===== src/urs_defs.svh =====
// Register offsets, field positions, reset values and sizes of the register select block
`ifndef URS_DEFS_SVH
`define URS_DEFS_SVH

`define URS_ADDR_W            3
`define URS_DATA_W            8

// Standard set
`define URS_A_HOLD            3'h0
`define URS_A_INT_EN          3'h1
`define URS_A_FIFO            3'h2
`define URS_A_LINE_FMT        3'h3
`define URS_A_MODEM_CTL       3'h4
`define URS_A_LINE_ST         3'h5
`define URS_A_MODEM_ST        3'h6
`define URS_A_SCRATCH         3'h7

// Divisor latches
`define URS_A_DIV_LO          3'h0
`define URS_A_DIV_HI          3'h1

// 650-compatible set
`define URS_A_EFR             3'h2
`define URS_A_XON1            3'h4
`define URS_A_XON2            3'h5
`define URS_A_XOFF1           3'h6
`define URS_A_XOFF2           3'h7

// 950-specific set
`define URS_A_ASR             3'h1
`define URS_A_RFL             3'h3
`define URS_A_TFL             3'h4
`define URS_A_IDX_WIN         3'h5

// Line format control fields
`define URS_LFC_DLAB          7
`define URS_LFC_KEY650        8'hbf

// Extra control fields
`define URS_XC_950_EN         7
`define URS_XC_IDX_RD         6

// Writable bits of the additional status register
`define URS_ASR_WMASK         8'h03

// Indexed control set
`define URS_IDX_DEPTH         8
`define URS_IDX_W             3
`define URS_IDX_XC_SLOT       3'h0

`define URS_RST_BYTE          8'h00

`endif


===== src/urs_pkg.sv =====
// Types shared by the register select block
package urs_pkg;

   typedef enum logic [4:0] {
      URS_BANK_STD  = 5'h01,
      URS_BANK_DIV  = 5'h02,
      URS_BANK_650  = 5'h04,
      URS_BANK_950  = 5'h08,
      URS_BANK_IDX  = 5'h10
   } urs_bank_t;

endpackage


===== src/urs_sync2.sv =====
// Two flip-flop synchroniser for pin inputs
`timescale 1ns/1ps
module urs_sync2 #(
   parameter int WIDTH = 1
) (
   input  wire logic             sys_clk,
   input  wire logic             rst_n,
   input  wire logic [WIDTH-1:0] asyncIn,
   output logic      [WIDTH-1:0] syncOut
);

   logic [WIDTH-1:0] stage1_reg;
   logic [WIDTH-1:0] stage1_next;
   logic [WIDTH-1:0] stage2_reg;
   logic [WIDTH-1:0] stage2_next;

   always_comb begin
      stage1_next = asyncIn;
      stage2_next = stage1_reg;
   end

   always_ff @(posedge sys_clk or negedge rst_n) begin
      if (!rst_n) begin
         stage1_reg <= '0;
         stage2_reg <= '0;
      end else begin
         stage1_reg <= stage1_next;
         stage2_reg <= stage2_next;
      end
   end

   assign syncOut = stage2_reg;

endmodule // urs_sync2


===== src/urs_byte_reg.sv =====
// Loadable byte register with reset value
`timescale 1ns/1ps
`include "urs_defs.svh"
module urs_byte_reg #(
   parameter logic [7:0] RESET_VAL = `URS_RST_BYTE
) (
   input  wire logic       sys_clk,
   input  wire logic       rst_n,
   input  wire logic       load,
   input  wire logic [7:0] d,
   output logic      [7:0] q
);

   logic [7:0] value_reg;
   logic [7:0] value_next;

   always_comb begin
      value_next = load ? d : value_reg;
   end

   always_ff @(posedge sys_clk or negedge rst_n) begin
      if (!rst_n) begin
         value_reg <= RESET_VAL;
      end else begin
         value_reg <= value_next;
      end
   end

   assign q = value_reg;

endmodule // urs_byte_reg


===== src/urs_register_select.sv =====
// Host register bus decode and register bank selection for the UART
//
// Operation
// RULE1 - Three address lines pick a register, qualified by line and extra control.
// RULE2 - Divisor-latch bit set: addresses 000 and 001 reach divisor low/high bytes.
// RULE3 - Writing 0xBF to line format control maps in the 650-compatible set.
// RULE4 - That write sets bit 7 and keeps bits 6..0 unchanged.
// RULE5 - Host leaves 650 selection by writing the wanted line format value.
// RULE6 - Extra control bit 7 set makes the 950-specific registers reachable.
// RULE7 - Extra control bit 6 set makes the indexed control set readable; writes to address 101 reach it whenever the 650 set is not selected.
// RULE8 - Standard address 000: write loads transmit byte, read returns received byte.
// RULE9 - After reset all selection bits are zero, standard set everywhere except writes to 101, which reach the indexed set.
`timescale 1ns/1ps
`include "urs_defs.svh"
module urs_register_select (
   input  wire logic       sys_clk,
   input  wire logic       rst_n,
   // Host pins
   input  wire logic [2:0] hostAddr,
   input  wire logic [7:0] hostWrData,
   input  wire logic       hostWr,
   input  wire logic       hostRd,
   output logic      [7:0] hostRdData,
   // UART core status, same clock
   input  wire logic [7:0] rxData,
   input  wire logic [7:0] intIdent,
   input  wire logic [7:0] lineState,
   input  wire logic [7:0] modemState,
   input  wire logic [7:0] rxLevel,
   input  wire logic [7:0] txLevel,
   input  wire logic [7:0] asrStatus,
   // UART core controls
   output logic      [7:0] txData,
   output logic            txLoad,
   output logic            rxPop,
   output logic      [7:0] fifoCtrl,
   output logic            fifoCtrlLoad,
   output logic            lineStateRead,
   output logic            modemStateRead,
   output logic      [7:0] lineFormat,
   output logic            sel650,
   output logic      [7:0] interruptEnable,
   output logic      [7:0] modemControl,
   output logic      [7:0] scratchIndex,
   output logic      [7:0] divisorLow,
   output logic      [7:0] divisorHigh,
   output logic      [7:0] flowCtrl,
   output logic      [7:0] xon1,
   output logic      [7:0] xon2,
   output logic      [7:0] xoff1,
   output logic      [7:0] xoff2,
   output logic      [7:0] extraControl,
   output logic      [1:0] asrCtrl
);

   // Pin synchronisation; address and data ride the same two stages as the strobes
   logic [1:0]  strobeSync;
   logic [10:0] busSync;
   logic [1:0]  strobePrev_reg;
   logic [1:0]  strobePrev_next;
   logic        wrEvt;
   logic        rdEvt;
   logic [2:0]  addr;
   logic [7:0]  wdata;

   urs_sync2 #(.WIDTH(2)) u_strobe_sync (
      .sys_clk (sys_clk),
      .rst_n   (rst_n),
      .asyncIn ({hostWr, hostRd}),
      .syncOut (strobeSync)
   );

   urs_sync2 #(.WIDTH(11)) u_bus_sync (
      .sys_clk (sys_clk),
      .rst_n   (rst_n),
      .asyncIn ({hostAddr, hostWrData}),
      .syncOut (busSync)
   );

   always_comb begin
      strobePrev_next = strobeSync;
   end

   always_ff @(posedge sys_clk or negedge rst_n) begin
      if (!rst_n) begin
         strobePrev_reg <= 2'h0;
      end else begin
         strobePrev_reg <= strobePrev_next;
      end
   end

   assign wrEvt = strobeSync[1] & ~strobePrev_reg[1];
   assign rdEvt = strobeSync[0] & ~strobePrev_reg[0];
   assign addr  = busSync[10:8];
   assign wdata = busSync[7:0];

   // Line format control and 650 key state
   logic [7:0] lfc_reg;
   logic [7:0] lfc_next;
   logic       key650_reg;
   logic       key650_next;

   // Indexed control set; entry 0 is extra control
   logic [7:0] idx_reg  [0:`URS_IDX_DEPTH-1];
   logic [7:0] idx_next [0:`URS_IDX_DEPTH-1];
   logic [1:0] asr_reg;
   logic [1:0] asr_next;

   logic       dlab;
   logic       en950;
   logic       idxRdEn;

   assign dlab    = lfc_reg[`URS_LFC_DLAB];
   assign en950   = idx_reg[`URS_IDX_XC_SLOT][`URS_XC_950_EN];
   assign idxRdEn = idx_reg[`URS_IDX_XC_SLOT][`URS_XC_IDX_RD];

   // Bank that answers an access; reads and writes differ at the read-only 950 level slots and at the indexed window, which only reads need enabled
   function automatic urs_pkg::urs_bank_t bankSel(
      input logic [2:0] a,
      input logic       isRead,
      input logic       k650,
      input logic       dl,
      input logic       e950,
      input logic       irEn
   );
      urs_pkg::urs_bank_t b;
      b = urs_pkg::URS_BANK_STD;
      if (k650 && (a == `URS_A_EFR || a[2])) begin
         b = urs_pkg::URS_BANK_650; // RULE3
      end else if (dl && (a == `URS_A_DIV_LO || a == `URS_A_DIV_HI)) begin
         b = urs_pkg::URS_BANK_DIV; // RULE2
      end else if (e950 && (a == `URS_A_ASR
                            || (isRead && (a == `URS_A_RFL || a == `URS_A_TFL)))) begin
         b = urs_pkg::URS_BANK_950; // RULE6
      end else if (a == `URS_A_IDX_WIN && (!isRead || irEn)) begin
         // Writes reach the window without the read enable so the read enable itself can be set
         b = urs_pkg::URS_BANK_IDX; // RULE7
      end
      return b;
   endfunction

   urs_pkg::urs_bank_t wrBank;
   urs_pkg::urs_bank_t rdBank;

   assign wrBank = bankSel(addr, 1'b0, key650_reg, dlab, en950, idxRdEn); // RULE1
   assign rdBank = bankSel(addr, 1'b1, key650_reg, dlab, en950, idxRdEn); // RULE1

   logic wrStd;
   logic wrDiv;
   logic wr650;
   logic wrIdx;

   assign wrStd = wrEvt && (wrBank == urs_pkg::URS_BANK_STD);
   assign wrDiv = wrEvt && (wrBank == urs_pkg::URS_BANK_DIV);
   assign wr650 = wrEvt && (wrBank == urs_pkg::URS_BANK_650);
   assign wrIdx = wrEvt && (wrBank == urs_pkg::URS_BANK_IDX);

   always_comb begin
      lfc_next    = lfc_reg;
      key650_next = key650_reg;
      if (wrStd && addr == `URS_A_LINE_FMT) begin
         if (wdata == `URS_LFC_KEY650) begin
            lfc_next    = {1'b1, lfc_reg[6:0]}; // RULE4
            key650_next = 1'b1; // RULE3
         end else begin
            lfc_next    = wdata; // RULE5
            key650_next = 1'b0; // RULE5
         end
      end
   end

   always_ff @(posedge sys_clk or negedge rst_n) begin
      if (!rst_n) begin
         lfc_reg    <= `URS_RST_BYTE; // RULE9
         key650_reg <= 1'b0; // RULE9
      end else begin
         lfc_reg    <= lfc_next;
         key650_reg <= key650_next;
      end
   end

   always_comb begin
      for (int i = 0; i < `URS_IDX_DEPTH; i++) begin
         idx_next[i] = idx_reg[i];
      end
      asr_next = asr_reg;
      // Indices beyond the set are dropped
      if (wrIdx && scratchIndex < 8'(`URS_IDX_DEPTH)) begin
         idx_next[scratchIndex[`URS_IDX_W-1:0]] = wdata; // RULE7
      end
      if (wrEvt && wrBank == urs_pkg::URS_BANK_950) begin
         asr_next = wdata[1:0] & 2'(`URS_ASR_WMASK); // RULE6
      end
   end

   always_ff @(posedge sys_clk or negedge rst_n) begin
      if (!rst_n) begin
         for (int i = 0; i < `URS_IDX_DEPTH; i++) begin
            idx_reg[i] <= `URS_RST_BYTE; // RULE9
         end
         asr_reg <= 2'h0;
      end else begin
         for (int i = 0; i < `URS_IDX_DEPTH; i++) begin
            idx_reg[i] <= idx_next[i];
         end
         asr_reg <= asr_next;
      end
   end

   // Plain byte registers
   urs_byte_reg u_int_en (.sys_clk(sys_clk), .rst_n(rst_n),
      .load(wrStd && addr == `URS_A_INT_EN), .d(wdata), .q(interruptEnable));
   urs_byte_reg u_modem_ctl (.sys_clk(sys_clk), .rst_n(rst_n),
      .load(wrStd && addr == `URS_A_MODEM_CTL), .d(wdata), .q(modemControl));
   urs_byte_reg u_scratch (.sys_clk(sys_clk), .rst_n(rst_n),
      .load(wrStd && addr == `URS_A_SCRATCH), .d(wdata), .q(scratchIndex));
   urs_byte_reg u_div_lo (.sys_clk(sys_clk), .rst_n(rst_n),
      .load(wrDiv && addr == `URS_A_DIV_LO), .d(wdata), .q(divisorLow)); // RULE2
   urs_byte_reg u_div_hi (.sys_clk(sys_clk), .rst_n(rst_n),
      .load(wrDiv && addr == `URS_A_DIV_HI), .d(wdata), .q(divisorHigh)); // RULE2
   urs_byte_reg u_efr (.sys_clk(sys_clk), .rst_n(rst_n),
      .load(wr650 && addr == `URS_A_EFR), .d(wdata), .q(flowCtrl)); // RULE3
   urs_byte_reg u_xon1 (.sys_clk(sys_clk), .rst_n(rst_n),
      .load(wr650 && addr == `URS_A_XON1), .d(wdata), .q(xon1));
   urs_byte_reg u_xon2 (.sys_clk(sys_clk), .rst_n(rst_n),
      .load(wr650 && addr == `URS_A_XON2), .d(wdata), .q(xon2));
   urs_byte_reg u_xoff1 (.sys_clk(sys_clk), .rst_n(rst_n),
      .load(wr650 && addr == `URS_A_XOFF1), .d(wdata), .q(xoff1));
   urs_byte_reg u_xoff2 (.sys_clk(sys_clk), .rst_n(rst_n),
      .load(wr650 && addr == `URS_A_XOFF2), .d(wdata), .q(xoff2));

   // Read data and one-cycle side effects
   logic [7:0] rdData_reg;
   logic [7:0] rdData_next;
   logic [7:0] txData_reg;
   logic [7:0] txData_next;
   logic [7:0] fifoCtrl_reg;
   logic [7:0] fifoCtrl_next;
   logic [4:0] pulse_reg;
   logic [4:0] pulse_next;

   always_comb begin
      rdData_next   = rdData_reg;
      txData_next   = txData_reg;
      fifoCtrl_next = fifoCtrl_reg;
      pulse_next    = 5'h00;
      if (wrStd && addr == `URS_A_HOLD) begin
         txData_next   = wdata; // RULE8
         pulse_next[0] = 1'b1; // RULE8
      end
      if (wrStd && addr == `URS_A_FIFO) begin
         fifoCtrl_next = wdata;
         pulse_next[1] = 1'b1;
      end
      if (rdEvt) begin
         rdData_next = 8'h00;
         unique case (rdBank)
            urs_pkg::URS_BANK_STD: begin
               unique case (addr)
                  `URS_A_HOLD: begin
                     rdData_next   = rxData; // RULE8
                     pulse_next[2] = 1'b1; // RULE8
                  end
                  `URS_A_INT_EN:    rdData_next = interruptEnable;
                  `URS_A_FIFO:      rdData_next = intIdent;
                  `URS_A_LINE_FMT:  rdData_next = lfc_reg;
                  `URS_A_MODEM_CTL: rdData_next = modemControl;
                  `URS_A_LINE_ST: begin
                     rdData_next   = lineState;
                     pulse_next[3] = 1'b1;
                  end
                  `URS_A_MODEM_ST: begin
                     rdData_next   = modemState;
                     pulse_next[4] = 1'b1;
                  end
                  `URS_A_SCRATCH:   rdData_next = scratchIndex;
               endcase
            end
            urs_pkg::URS_BANK_DIV: begin
               rdData_next = addr[0] ? divisorHigh : divisorLow; // RULE2
            end
            urs_pkg::URS_BANK_650: begin
               unique case (addr)
                  `URS_A_XON1:  rdData_next = xon1;
                  `URS_A_XON2:  rdData_next = xon2;
                  `URS_A_XOFF1: rdData_next = xoff1;
                  `URS_A_XOFF2: rdData_next = xoff2;
                  default:      rdData_next = flowCtrl;
               endcase
            end
            urs_pkg::URS_BANK_950: begin
               unique case (addr)
                  `URS_A_RFL: rdData_next = rxLevel;
                  `URS_A_TFL: rdData_next = txLevel;
                  default:    rdData_next = {asrStatus[7:2], asr_reg};
               endcase
            end
            urs_pkg::URS_BANK_IDX: begin
               if (scratchIndex < 8'(`URS_IDX_DEPTH)) begin
                  rdData_next = idx_reg[scratchIndex[`URS_IDX_W-1:0]]; // RULE7
               end
            end
         endcase
      end
   end

   always_ff @(posedge sys_clk or negedge rst_n) begin
      if (!rst_n) begin
         rdData_reg   <= 8'h00;
         txData_reg   <= 8'h00;
         fifoCtrl_reg <= 8'h00;
         pulse_reg    <= 5'h00;
      end else begin
         rdData_reg   <= rdData_next;
         txData_reg   <= txData_next;
         fifoCtrl_reg <= fifoCtrl_next;
         pulse_reg    <= pulse_next;
      end
   end

   assign hostRdData     = rdData_reg;
   assign txData         = txData_reg;
   assign txLoad         = pulse_reg[0];
   assign fifoCtrl       = fifoCtrl_reg;
   assign fifoCtrlLoad   = pulse_reg[1];
   assign rxPop          = pulse_reg[2];
   assign lineStateRead  = pulse_reg[3];
   assign modemStateRead = pulse_reg[4];
   assign lineFormat     = lfc_reg;
   assign sel650         = key650_reg;
   assign extraControl   = idx_reg[`URS_IDX_XC_SLOT];
   assign asrCtrl        = asr_reg;

endmodule // urs_register_select


===== config.mk =====
export PLATFORM = sky130hd
export DESIGN_NAME = urs_register_select
export DESIGN_NICKNAME = d
export VERILOG_FILES = /design/src/urs_pkg.sv /design/src/urs_sync2.sv /design/src/urs_byte_reg.sv /design/src/urs_register_select.sv
export VERILOG_INCLUDE_DIRS = /design/src
export SDC_FILE = /design/constraint.sdc
export NUM_CORES = 1
export LEC_CHECK = 0
export BUFFER_PORTS_ARGS = -buffer_cell sky130_fd_sc_hd__buf_2
export CORE_ASPECT_RATIO = 1.5
export CORE_MARGIN = 5
export CORE_UTILIZATION = 60
export CTS_BUF_LIST = sky130_fd_sc_hd__clkbuf_8
export DETAILED_ROUTE_END_ITERATION = 10
export PLACE_DENSITY = 0.86
export SLEW_MARGIN = 25
export SYNTH_ARGS = -nofsm -noshare
export SYNTH_HDL_FRONTEND = slang
export SYNTH_HIERARCHICAL = 1
export SYNTH_SLANG_ARGS = --single-unit

===== constraint.sdc =====
create_clock -name sys_clk -period 3.6 [get_ports sys_clk]
set_input_delay 0.72 -clock sys_clk [delete_from_list [all_inputs] [get_ports sys_clk]]
set_output_delay 0.72 -clock sys_clk [all_outputs]
set_load 0.03 [all_outputs]

==> flow_summary.yaml <==
run_status:
  outcome: "finished, final reports clean"
run:
  cap_violations: 0
clock_network:
  cts_tree: "yes"
  cts.clk_slew.worst_paths_ns: 0.07
  hold_buffers: 0
  cts_root_buf: "clkbuf_8"
  clock_path_buffers: 3
  clock_latency_ns: 0.56
  cts_num_sinks: 212
  numCtsBuffers: 31
  htreeDepth: 1
  cts_resized: 0
  cts_setup_buffers: 0
sta:
  max-slew-margin-rel_pct: 28.4
  worst_clock_skew_ns: 0.0125
  slew_violations: 0
  rsz0062_at_grt: "false"
  tightest_slew_ns: 1.07
  fin_crit_sh_pct: 78.3
  tns_ns: 0
  setup-violations-final: 0
  max_freq_mhz: 355
  hold_viol: 0
  fin_crit_ns: 2.82
  setup_ws_ns: 0.780
  holdWs_ns: 0.252
power:
  power.share.clock_pct: 26.2
  power_mw: 7.27
  comb_power_share_pct: 30.5
  leakage_nw: 5.92
  power.switching_mw: 2.69
  p_int_mw: 4.58
  seq_power_share_pct: 43.3
  p_per_area_nw_per_um2: 602
  power_switching_share_pct: 37.0
  peakVddDrop_uv: 451
synthesis:
  ys_seq_area_share_pct: 51.1
  synth.distinct_cells: 67
  synth_fp_nets: 865
  syn_area_um2: 10400
  synth_edf_count: 0
  yosys_warnings: 6
  synthFlopType: "dfrtp_1"
  synthArstFlopShare_pct: 100
  postSynthCellCount: 794
  syn_avg_cell_area_um2: 13.1
  ys_seq_elements: 212
routing:
  vias: 7763
  ant_nets: 0
  drt-vias-per-instance: 6.37
  drc: 0
  wl_per_cell_um: 24.9
  drt-total-wl_um: 30300
  first_pass_iters: 7
  first_iter_violations: 797
layout:
  drive_above_1_share_pct: 47.9
  mostFrequentLayoutCells: "dfrtp_1 (208), buf_2 (195), mux2_2 (94)"
  largest_register_ffs: 56
  final_area_um2: 12100
  area_growth_pct: 16.3
  final_cells: 1218
  seqCellArea_um2: 5310
  multiInputGateArea_um2: 4650
  fillers: 1212
  final_common_cell: "dfrtp_1"
  final_nets: 1051
  post-route-util_pct: 70.1
grt:
  grt_pass1_vias: 8310
  grt-ovfl-total: 0
  grt_first_pass_wirelength_um: 47300
  antenna_found_initial: 1
  grt_start_max_net_pins: 97
  grt_usage_pct: 29.9
critical_path:
  reg2reg_slack_ns: 0.88
  path_max_fanout: 26
  crit_type: "flop to output port"
  start_kind: "flop"
  worst_ep_required_time_ns: 2.88
  critPathCaptureType: "output port"
  crit_arrival_ns: 2.10
floorplanning:
  num_rows: 59
  start_util_pct: 60.3
  pin_count: 199
  core_um2: 17200
  die_w_um: 117
  die_h_um: 171
  dieArea_um2: 20100
place:
  dpl_worst_slack_ns: 0.956
  placed_area_um2: 11400
  io_buffers: 196
  hpwl_um: 21200
  dp_cells: 1160
  globalplace.congestion: 0.929
hold_path:
  hold_path.class: "primary input to asynchronous set/reset pin"
routing by layer:
layer  vias to the layer above  routed length [um]  global-route usage (%)
li1                       3289                   -                       -
met1                      3891               11100                    35.8
met2                       459               14900                    50.2
met3                       124                2270                    5.19
met4                         0                2040                    18.5
met5                         -                   0                       0
Yosys cell counts (all sizes together) (13+ instances only):
cell	instances	share of area [%]
a21oi	20	0.96
buf	42	2.9
clkbuf	23	0.83
dfrtp	212	51
inv	13	0.47
mux2	184	23
mux2i	31	3.0
nand2	29	1.1
nand2b	26	1.6
nor2	36	1.5
nor3	15	0.83
o21ai	26	1.3
o221ai	16	1.4
worst max-delay path, cell delays in order (launching register included):
cell	delay (ns)
dfrtp_1	1.03
buf_4	0.29
buf_2	0.21
worst paths after layout:
path	to	from	cells past startpoint
max in group asynchronous	idx_reg[46]	rst_n	2
min	u_modem_ctl/q[0]	rst_n	1
max	scratchIndex[1]	u_scratch/q[1]	2
max reg2reg	idx_reg[50]	u_bus_sync/syncOut[8]	5
min reg2reg	u_bus_sync/syncOut[2]	u_bus_sync/stage1_reg[2]	0
min in group sys_clk	u_bus_sync/stage1_reg[6]	hostWrData[6]	1
cell type report:
| type | instances | share of cell area (%) |
|---|---|---|
| sequential | 212 | 44.0 |
| multi-input combinational | 504 | 38.5 |
| timing repair buffer | 218 | 9.68 |
| clock buffer | 39 | 4.45 |
| tap | 213 | 2.21 |
| clock inverter | 18 | 0.674 |
| inverter | 13 | 0.404 |
| antenna | 1 | 0.0207 |
power groups by stage:
stage / combinational, mW / sequential [mW] / clock, mW
CTS: 2.22 / 3.13 / 1.93
floorplan: 0.979 / 3.63 / 0
global route: 2.34 / 3.19 / 2.04
global placement: 2.16 / 3.15 / 0
finish: 2.22 / 3.14 / 1.90
detailed placement: 2.21 / 3.17 / 0
logic make-up (layout without fill, tap and decap cells):
logic type             Yosys count  in the layout  share of synthesized area, %
flip-flops                     212            212                          51.1
buffers and inverters           78            288                          4.21
AND/OR/NAND/NOR                155            155                          8.56
other                            0              1                             0
multiplexers                   219            219                          27.0
AO/OA/AOI/OAI                  130            130                          9.10
No activity file was read; power rests on OpenSTA's default activity.
